<file path="src/hdl/epg_regs.svh">
// register offsets, field positions and reset values of the pin block
`ifndef EPG_REGS_SVH
`define EPG_REGS_SVH
`define EPG_OFF_PIN_CFG 12'h028
`define EPG_OFF_WAKE_EN 12'h02C
`define EPG_OFF_HARDWARE_CONFIGURATION 12'h030
`define EPG_OFF_IRQ_STS 12'h034
`define EPG_OFF_IRQ_MSK 12'h038
`define EPG_OFF_WAKE_STS 12'h03C
`define EPG_FSEL_LSB 24
`define EPG_DRV_LSB 16
`define EPG_DIR_LSB 8
`define EPG_LVL_LSB 0
`define EPG_WPOL_LSB 8
`define EPG_RST_FSEL 8'hFF
`define EPG_RST_DRV 8'h00
`define EPG_RST_DIR 8'h00
`define EPG_RST_OUT 8'h00
`define EPG_RST_WAKE 16'h0000
`define EPG_RST_MSK 8'h00
`define EPG_HW_IME_BIT 0
`endif

</file>
<file path="src/hdl/epg_pkg.sv">
// types of the pin block
package epg_pkg;
   typedef struct packed {
      logic [7:0] fsel;
      logic [7:0] drv;
      logic [7:0] dir;
      logic [7:0] dout;
      logic [7:0] wake_en;
      logic [7:0] wake_pol;
      logic internal_signal_mirror_enable;
      logic [7:0] irq_sts;
      logic [7:0] irq_msk;
      logic [7:0] wake_sts;
      logic [7:0] pin_last;
      logic [31:0] prdata;
      logic pready;
      logic pslverr;
      logic irq;
      logic wake;
      logic [7:0] pad_out;
      logic [7:0] pad_oe;
   } epg_state_s;
   typedef struct packed {
      logic [7:0] out;
      logic [7:0] oe;
   } epg_pad_s;
endpackage

</file>
<file path="src/hdl/epg_pad.sv">
// one pad: selects general-purpose or mirrored drive
`timescale 1ns/1ps
module epg_pad (
   input wire logic fsel,
   input wire logic drv,
   input wire logic dir,
   input wire logic dout,
   input wire logic internal_signal_mirror_enable,
   input wire logic mirror,
   input wire logic ext_mii,
   output logic out,
   output logic oe
);
   always_comb begin
      out = 1'b0;
      oe = 1'b0;
      if (!fsel && !ext_mii) begin
         if (dir) begin
            out = dout;
            oe = drv ? 1'b1 : !dout;
         end
      end else if (internal_signal_mirror_enable && !ext_mii) begin
         out = mirror;
         oe = 1'b1;
      end
   end
endmodule

</file>
<file path="src/hdl/epg_top.sv">
// eight-pin general-purpose port with APB registers
`timescale 1ns/1ps
`include "epg_regs.svh"
//
// Operation
// - function-select bit one gives default function, zero gives general use
// - all function-select bits reset to one
// - unselected pins may mirror internal signals when mirror enable set
// - drive-type bit set push/pull, clear open-drain; resets zero
// - direction bit set output, clear input; resets zero
// - written data bit drives an output pin
// - data bit read returns sampled pin level
// - wake needs input pin plus wake-enable bit
// - external interface mode makes all pins unavailable
module epg_top
   import epg_pkg::*;
#(
   parameter int NPINS = 8
) (
   input wire logic pclk,
   input wire logic presetn,
   input wire logic clk_en,
   input wire logic psel,
   input wire logic penable,
   input wire logic pwrite,
   input wire logic [11:0] paddr,
   input wire logic [31:0] pwdata,
   input wire logic [3:0] pstrb,
   output logic [31:0] prdata,
   output logic pready,
   output logic pslverr,
   input wire logic [7:0] pad_in,
   input wire logic [7:0] mii_mirror,
   input wire logic ext_mii_mode,
   output logic [7:0] pad_out,
   output logic [7:0] pad_oe,
   output logic irq,
   output logic wake
);
   // ------------------------------------------------------------
   // elaboration check
   // ------------------------------------------------------------
   if (NPINS != 8) begin : g_chk
      $error("epg_top serves exactly eight pins");
   end
   if (`EPG_FSEL_LSB + NPINS > 32) begin : g_chk_fsel
      $error("function-select field leaves the data word");
   end
   if (`EPG_DRV_LSB + NPINS > `EPG_FSEL_LSB) begin : g_chk_drv
      $error("drive-type field overlaps function select");
   end
   if (`EPG_DIR_LSB + NPINS > `EPG_DRV_LSB) begin : g_chk_dir
      $error("direction field overlaps drive type");
   end
   if (`EPG_LVL_LSB + NPINS > `EPG_DIR_LSB) begin : g_chk_lvl
      $error("level field overlaps direction");
   end
   if (((`EPG_OFF_PIN_CFG | `EPG_OFF_WAKE_EN | `EPG_OFF_HARDWARE_CONFIGURATION |
         `EPG_OFF_IRQ_STS | `EPG_OFF_IRQ_MSK | `EPG_OFF_WAKE_STS) &
        12'h003) != 12'h000) begin : g_chk_align
      $error("register offsets must be word aligned");
   end

   epg_state_s s_q;
   epg_state_s s_d;
   wire epg_pad_s pad_w;
   logic [7:0] fsel_eff;
   logic [7:0] in_pin;
   logic [7:0] edge_ev;
   logic [7:0] into_pol;
   logic [7:0] wake_ev;
   logic wr_acc;
   logic rd_acc;
   logic ans_go;
   logic wr_pin_cfg;
   logic wr_wake_cfg;
   logic wr_hardware_configuration;
   logic wr_irq_sts;
   logic wr_irq_msk;
   logic wr_wake_sts;
   logic [31:0] rd_word;
   logic hit;

   // ------------------------------------------------------------
   // pad drivers
   // ------------------------------------------------------------
   for (genvar i = 0; i < NPINS; i++) begin : g_pad
      epg_pad u_pad (
         .fsel(s_q.fsel[i]),
         .drv(s_q.drv[i]),
         .dir(s_q.dir[i]),
         .dout(s_q.dout[i]),
         .internal_signal_mirror_enable(s_q.internal_signal_mirror_enable),
         .mirror(mii_mirror[i]),
         .ext_mii(ext_mii_mode),
         .out(pad_w.out[i]),
         .oe(pad_w.oe[i])
      );
   end

   // ------------------------------------------------------------
   // events
   // ------------------------------------------------------------
   always_comb begin
      fsel_eff = s_q.fsel | {8{ext_mii_mode}};
      // only input, general-purpose pins take part
      in_pin = ~fsel_eff & ~s_q.dir;
      edge_ev = in_pin & (pad_in ^ s_q.pin_last);
      // pin now sits at the chosen wake polarity
      into_pol = ~(pad_in ^ s_q.wake_pol);
      wake_ev = edge_ev & s_q.wake_en & into_pol;
   end

   // ------------------------------------------------------------
   // bus decode
   // ------------------------------------------------------------
   // a write lands at the edge that samples pready high
   assign wr_acc = psel && penable && pwrite && s_q.pready;
   assign rd_acc = psel && !penable && !pwrite;
   assign ans_go = psel && penable && !s_q.pready;

   // ------------------------------------------------------------
   // register write strobes
   // ------------------------------------------------------------
   always_comb begin
      wr_pin_cfg = 1'b0;
      wr_wake_cfg = 1'b0;
      wr_hardware_configuration = 1'b0;
      wr_irq_sts = 1'b0;
      wr_irq_msk = 1'b0;
      wr_wake_sts = 1'b0;
      if (wr_acc) begin
         // unmapped offsets raise no strobe
         unique case (paddr)
            `EPG_OFF_PIN_CFG: begin
               wr_pin_cfg = 1'b1;
            end
            `EPG_OFF_WAKE_EN: begin
               wr_wake_cfg = 1'b1;
            end
            `EPG_OFF_HARDWARE_CONFIGURATION: begin
               wr_hardware_configuration = 1'b1;
            end
            `EPG_OFF_IRQ_STS: begin
               wr_irq_sts = 1'b1;
            end
            `EPG_OFF_IRQ_MSK: begin
               wr_irq_msk = 1'b1;
            end
            `EPG_OFF_WAKE_STS: begin
               wr_wake_sts = 1'b1;
            end
            default: begin
               wr_pin_cfg = 1'b0;
            end
         endcase
      end
   end

   // ------------------------------------------------------------
   // read data
   // ------------------------------------------------------------
   always_comb begin
      rd_word = 32'h0000_0000;
      unique case (paddr)
         `EPG_OFF_PIN_CFG: begin
            rd_word[`EPG_FSEL_LSB +: 8] = s_q.fsel;
            rd_word[`EPG_DRV_LSB +: 8] = s_q.drv;
            rd_word[`EPG_DIR_LSB +: 8] = s_q.dir;
            // live pins, not the written data
            rd_word[`EPG_LVL_LSB +: 8] = pad_in;
         end
         `EPG_OFF_WAKE_EN: begin
            rd_word[7:0] = s_q.wake_en;
            rd_word[`EPG_WPOL_LSB +: 8] = s_q.wake_pol;
         end
         `EPG_OFF_HARDWARE_CONFIGURATION: begin
            rd_word[`EPG_HW_IME_BIT] = s_q.internal_signal_mirror_enable;
         end
         `EPG_OFF_IRQ_STS: begin
            rd_word[7:0] = s_q.irq_sts;
         end
         `EPG_OFF_IRQ_MSK: begin
            rd_word[7:0] = s_q.irq_msk;
         end
         `EPG_OFF_WAKE_STS: begin
            rd_word[7:0] = s_q.wake_sts;
         end
         default: begin
            rd_word = 32'h0000_0000;
         end
      endcase
   end

   // ------------------------------------------------------------
   // address map
   // ------------------------------------------------------------
   always_comb begin
      hit = 1'b1;
      unique case (paddr)
         `EPG_OFF_PIN_CFG, `EPG_OFF_WAKE_EN, `EPG_OFF_HARDWARE_CONFIGURATION,
         `EPG_OFF_IRQ_STS, `EPG_OFF_IRQ_MSK, `EPG_OFF_WAKE_STS: hit = 1'b1;
         default: hit = 1'b0;
      endcase
   end

   // ------------------------------------------------------------
   // next state
   // ------------------------------------------------------------
   always_comb begin
      s_d = s_q;
      s_d.pin_last = pad_in;
      s_d.pready = 1'b0;
      s_d.pslverr = 1'b0;
      if (wr_pin_cfg && pstrb[3]) begin
         s_d.fsel = pwdata[`EPG_FSEL_LSB +: 8];
      end
      if (wr_pin_cfg && pstrb[2]) begin
         s_d.drv = pwdata[`EPG_DRV_LSB +: 8];
      end
      if (wr_pin_cfg && pstrb[1]) begin
         s_d.dir = pwdata[`EPG_DIR_LSB +: 8];
      end
      if (wr_pin_cfg && pstrb[0]) begin
         s_d.dout = pwdata[`EPG_LVL_LSB +: 8];
      end
      if (wr_wake_cfg && pstrb[0]) begin
         s_d.wake_en = pwdata[7:0];
      end
      if (wr_wake_cfg && pstrb[1]) begin
         s_d.wake_pol = pwdata[`EPG_WPOL_LSB +: 8];
      end
      if (wr_hardware_configuration && pstrb[0]) begin
         s_d.internal_signal_mirror_enable = pwdata[`EPG_HW_IME_BIT];
      end
      if (wr_irq_msk && pstrb[0]) begin
         s_d.irq_msk = pwdata[7:0];
      end
      // write one to clear
      if (wr_irq_sts && pstrb[0]) begin
         s_d.irq_sts = s_q.irq_sts & ~pwdata[7:0];
      end
      if (wr_wake_sts && pstrb[0]) begin
         s_d.wake_sts = s_q.wake_sts & ~pwdata[7:0];
      end
      // set wins over a same-cycle clear
      s_d.irq_sts = s_d.irq_sts | edge_ev;
      s_d.wake_sts = s_d.wake_sts | wake_ev;
      // read data stands from its setup cycle to the next read
      if (rd_acc) begin
         s_d.prdata = rd_word;
      end
      if (ans_go) begin
         s_d.pready = 1'b1;
         s_d.pslverr = !hit;
      end
      s_d.irq = |(s_d.irq_sts & s_d.irq_msk);
      s_d.wake = |s_d.wake_sts;
      // pads follow the registers one cycle later
      s_d.pad_out = pad_w.out;
      s_d.pad_oe = pad_w.oe;
   end

   // ------------------------------------------------------------
   // state register
   // ------------------------------------------------------------
   always_ff @(posedge pclk or negedge presetn) begin
      if (!presetn) begin
         // every field at its reset value
         s_q.internal_signal_mirror_enable <= 1'b0;
         s_q.irq_sts <= '0;
         s_q.wake_sts <= '0;
         s_q.pin_last <= '0;
         s_q.prdata <= '0;
         s_q.pready <= 1'b0;
         s_q.pslverr <= 1'b0;
         s_q.irq <= 1'b0;
         s_q.wake <= 1'b0;
         s_q.pad_out <= '0;
         s_q.pad_oe <= '0;
         s_q.fsel <= `EPG_RST_FSEL;
         s_q.drv <= `EPG_RST_DRV;
         s_q.dir <= `EPG_RST_DIR;
         s_q.dout <= `EPG_RST_OUT;
         s_q.irq_msk <= `EPG_RST_MSK;
         {s_q.wake_pol, s_q.wake_en} <= `EPG_RST_WAKE;
      end else if (clk_en) begin
         s_q <= s_d;
      end
   end

   // ------------------------------------------------------------
   // outputs
   // ------------------------------------------------------------
   assign prdata = s_q.prdata;
   assign pready = s_q.pready;
   assign pslverr = s_q.pslverr;
   assign pad_out = s_q.pad_out;
   assign pad_oe = s_q.pad_oe;
   assign irq = s_q.irq;
   assign wake = s_q.wake;
endmodule

</file>
<file path="config.mk">
export PLATFORM = sky130hd
export DESIGN_NAME = epg_top
export DESIGN_NICKNAME = d
export VERILOG_FILES = /design/src/hdl/epg_pkg.sv /design/src/hdl/epg_pad.sv /design/src/hdl/epg_top.sv
export VERILOG_INCLUDE_DIRS = /design/src /design/src/hdl
export SDC_FILE = /design/constraint.sdc
export NUM_CORES = 1
export LEC_CHECK = 0
export BUFFER_PORTS_ARGS = -buffer_cell sky130_fd_sc_hd__buf_2
export CAP_MARGIN = 5
export CELL_PAD_IN_SITES_DETAIL_PLACEMENT = 1
export CELL_PAD_IN_SITES_GLOBAL_PLACEMENT = 1
export CORE_MARGIN = 8
export CORE_UTILIZATION = 47
export CTS_CLUSTER_DIAMETER = 60
export DETAILED_ROUTE_END_ITERATION = 12
export PLACE_DENSITY_LB_ADDON = 0.1
export SYNTH_ARGS = -nofsm -noshare
export SYNTH_HDL_FRONTEND = slang
export SYNTH_SLANG_ARGS = --single-unit
export TNS_END_PERCENT = 20
</file>
<file path="constraint.sdc">
create_clock -name pclk -period 5.7 [get_ports pclk]
set_input_delay 1.71 -clock pclk [delete_from_list [all_inputs] [get_ports pclk]]
set_output_delay 1.71 -clock pclk [all_outputs]
set_load 0.02 [all_outputs]
</file>
[Word level (Yosys, flattened, before mapping)]
Index checks and enable logic that the tools add are counted.
Cells by class
  equal/unequal tests: 6
  bitwise gates (word level): 16
  multiplexer cells: 70
  reduce and logical (&&, ||, !) cells: 57
Operator list (number)
  $eq A12 B6 Y1 const B: 6
  $mux W1: 62
  $and A8 B8 Y8: 7
  $pmux W7 S5: 1
  $not A8 Y8: 4
  $logic_and A1 B1 Y1: 25
  $mux W8: 3
  $or A8 B8 Y8: 3
  $logic_not A1 Y1: 21
  $mux W16: 1
  $pmux W8 S2: 1
  $reduce_and A2 Y1: 8
  $reduce_or A8 Y1: 2
  $xor A8 B8 Y8: 2
  $pmux W1 S6: 1
  $reduce_or A6 Y1: 1
  $mux W2: 1
Storage, ports and cells
  output and inout port bits: 52
  register bits after elaboration: 133
  input port bits: 71
  logic and storage cells: 167

[Depth between registers and ports, before layout]
  depth in word-level cells: 9
  depth in mapped cells: 8
  mapped depth without buffers: 6

[By module]
From an unflattened synthesis, not the netlist that was laid out.
Unflattened totals
  cells, all modules: 646
  area total of the unflattened synthesis: 6826.5 sq um
Modules (own cells, without submodules)
  epg_top: times used 1, sequential area each 3338.2 sq um, area each 6506.2 sq um, cells each 590
  epg_pad: times used 8, sequential area each 0.0 sq um, area each 40.0 sq um, cells each 7

[Least setup slack after synthesis]
Ideal clock, no wire load.
  kind: input port to flip-flop
  start: in paddr[1]
  end: reg, netlist name wake
  setup slack: 2159 ps
  stages: 6
  data arrival time: 3415 ps
  path buffers: 0
  library setup time: 126 ps
  cell sequence: or4_4 > nor4_4 > nand3_1 > a22o_1 > a221o_1 > o32a_1
Between the ends
  longest elaborated chain between the ends: 7
RTL lines
  from (decl): line epg_top.sv:26  | input wire logic [11:0] paddr,
  $eq A12 B6 Y1: line epg_top.sv:134  | unique case (paddr)
  $mux W1: line epg_top.sv:134
  $mux W1: line epg_top.sv:132  | if (wr_acc) begin
  $logic_and A1 B1 Y1: line epg_top.sv:243  | if (wr_wake_sts && pstrb[0]) begin
  $mux W8: line epg_top.sv:243
  $or A8 B8 Y8: line epg_top.sv:248  | s_d.wake_sts = s_d.wake_sts | wake_ev;
  $reduce_or A8 Y1: line epg_top.sv:258  | s_d.wake = |s_d.wake_sts;
No other way between the ends.
A chain may end at the register's enable or synchronous reset.

[Worst setup path after layout]
  start: in paddr[2]
  end: reg, netlist name wake
Between the ends
  longest elaborated chain between the ends: 7
RTL lines (line)
  $eq A12 B6 Y1: epg_top.sv:134
  $mux W1: epg_top.sv:134
  $mux W1: epg_top.sv:132
  $logic_and A1 B1 Y1: epg_top.sv:243
  $mux W8: epg_top.sv:243
  $or A8 B8 Y8: epg_top.sv:248
  $reduce_or A8 Y1: epg_top.sv:258
No other way between the ends.

==> flow_summary.json <==
{
  "routed-via-count": 5200,
  "status": "finished clean",
  "syn_area_per_cell_um2": 10.8,
  "first_pass_iters": 5,
  "htree_num_levels": 4,
  "rr_startpoint": "pready",
  "dp_slack_ns": 1.31,
  "synth_top_family_by_area": "compound AO/OA/AOI/OAI gates",
  "hp-class": "reg2reg",
  "die_h_um": 136,
  "finalSetupTns_ns": 0,
  "grt_max_degree": 81,
  "areaGrowthSynthToFinish_pct": 15.3,
  "layout_common_cells": "125 x dfrtp_1, 121 x buf_2, 62 x nand2_1",
  "rows": 44,
  "async_reset_ff_share_pct": 100,
  "path_clk_slew_ns": 0.06,
  "wl_per_cell_um": 23.7,
  "setup_ws_ns": 1.72,
  "grt_pass1_vias": 5505,
  "synth_flop_cell": "dfrtp_1",
  "coreArea_um2": 14300,
  "synth_area_leaders": "dfrtp_1 46%, mux2_2 7.8%, buf_4 5.4%",
  "grt.total_usage_pct": 23.6,
  "dp_hpwl_um": 15700,
  "r2r_cells": 6,
  "ys_seq_area_share_pct": 49.4,
  "final_common_cell": "dfrtp_1",
  "r2r_slack_ns": 3.30,
  "gr-total-overflow": 0,
  "whs_endpoint": "prdata[13]",
  "root_buffer": "clkbuf_16",
  "maxCapViolCount": 0,
  "netlist.area_leader.share_pct": 46.3,
  "worstSetupPathType": "in2reg",
  "yosysWarnings": 0,
  "relSlewSlack_pct": 31.7,
  "cp-start-kind": "primary input",
  "wirelength_um": 21100,
  "drcViolationCount": 0,
  "ant_nets": 0,
  "cp_max_fo": 26,
  "hold_violations": 0,
  "postCtsSetupRepairBufs": 0,
  "cts-hold-fix-buffers": 0,
  "rsz0062_at_grt": "no",
  "maxSlewViolCount": 0,
  "synthMuxAreaShare_pct": 11.9,
  "place.port_buffers": 122,
  "initial_core_util_pct": 47.2,
  "tightest_slew_ns": 1.02,
  "synth_fp_nets": 697,
  "power.total_mw": 2.30,
  "fmax_ghz": 0.251,
  "setup_viol": 0,
  "cts_resized": 0,
  "crit_required_ns": 6.00,
  "clkLatencyLatePin_ns": 0.42,
  "synth_top_cell_by_area": "dfrtp_1",
  "cts_buffers": 17,
  "antenna_cells": 0,
  "synth.distinct_cells": 61,
  "clk_path_buf_depth": 2,
  "worstPathArrival_ns": 4.28,
  "synth-simple-area-share_pct": 12.6,
  "synth_edf_count": 0,
  "initialDrtViolationCount": 345,
  "ys_seq_elements": 133,
  "ir_drop_mv": 0.190,
  "min-delay-start": "prdata[13]",
  "synth_compound_area_share_pct": 15.8,
  "ios": 123,
  "fin_crit_sh_pct": 69.8,
  "p_leak_nw": 3.68,
  "cts_tree": "done",
  "powerDensity_nw_per_um2": 296,
  "synth-xor-area-share_pct": 2.07,
  "clock_skew_ns": 0.00943,
  "routabilityCongestion": 0.912,
  "layout-drive-gt1-share_pct": 33.5,
  "die_area_um2": 18500,
  "die_w_um": 136,
  "endpoint_kind": "flip-flop",
  "synth_fa_ha_area_share_pct": 0,
  "nNetsFinal": 762,
  "reg2reg_to": "wake",
  "vias_per_cell": 5.86,
  "min_period_ns": 3.98,
  "syn-cell-area_um2": 6760,
  "grt_pass1_wl_um": 32700,
  "holdPathStages": 2,
  "antenna_found_initial": 0,
  "cts_sinks": 133,
  "syn_inst": 626
}
## state kept, by name (all words and copies together), names as in the netlist
| register | cells |
|---|---|
| pready | 1 |
| pad_oe | 8 |
| prdata | 32 |
| pslverr | 1 |
| pad_out | 8 |
| irq | 1 |
| wake | 1 |
| s_q | 81 |
## worst max-delay path by stage
stage / from / end / slack [ns] / cells past startpoint
after floorplan: paddr[1] / wake / 2.16 / 6
after global placement: paddr[2] / wake / 1.39 / 7
after detailed placement: paddr[2] / wake / 1.31 / 7
after CTS: paddr[2] / wake / 1.77 / 7
after global routing: paddr[2] / wake / 1.54 / 7
final: paddr[2] / wake / 1.72 / 7
## per-stage QoR
step | cells | instance area [µm²] | hold WS [ns] | util, %
2_1_floorplan | 626 | 6760 | 0.450 | -
5_1_grt | 888 | 7800 | 0.501 | 54.5
3_5_place_dp | 856 | 7150 | 0.468 | 50.0
3_3_place_gp | 856 | 7150 | 0.461 | 50.0
6_report | 888 | 7800 | 0.477 | 54.5
4_1_cts | 888 | 7800 | 0.481 | 54.5
## report_power, final
group	internal [mW]	switching, mW	total (mW)
combinational	0.0514	0.0940	0.145
clock	0.769	0.425	1.19
sequential	0.956	0.00894	0.965
## synthesized netlist by cell type, types with 4 or more instances
master,count
a22o_1,30
o2bb2ai_1,16
mux2i_1,11
nor2_1,29
buf_4,49
xnor2_1,16
mux2_1,4
nand2b_1,5
nand3_1,20
a31oi_1,12
mux2_2,47
inv_1,17
o21ai_0,33
nand2_1,62
o31ai_1,9
clkbuf_1,28
a222oi_1,6
a21oi_1,13
dfrtp_1,125
o21ai_1,5
dfstp_2,8
nor4_1,10
nand4_1,4
and3_1,6
mux2_4,8
## worst max-delay path, cell delays in order
cell     delay [ns]
buf_2          0.58
inv_1          0.26
nor4_4         0.72
nand3_1        0.16
a22o_1         0.26
a221o_1        0.26
o32a_1         0.32
## metal layers
metal | vias to the layer above | GRT usage [%] | wire, µm
met5 | - | 0 | 0
met4 | 0 | 8.85 | 435
met3 | 23 | 4.18 | 982
met2 | 141 | 39.9 | 10600
met1 | 2655 | 29.5 | 9060
li1 | 2381 | - | -
## final cells by class
cell class                 instances  area, µm²
sequential                       133       3340
inverter                          17       63.8
clock inverter                    11        175
fill                            1573       6520
timing repair buffer             127        651
multi-input combinational        395       2870
tap                              184        230
clock buffer                      21        470
## cells by family (layout without fill, tap and decap cells)
logic type / after synthesis / in the layout
muxes: 70 / 70
DFF: 133 / 133
xor gates and xnor gates: 16 / 16
and+or+nand+nor: 162 / 162
AOI/OAI and AO/OA: 147 / 147
buffers and inverters: 98 / 176
Power figures use the tool's default switching activity.
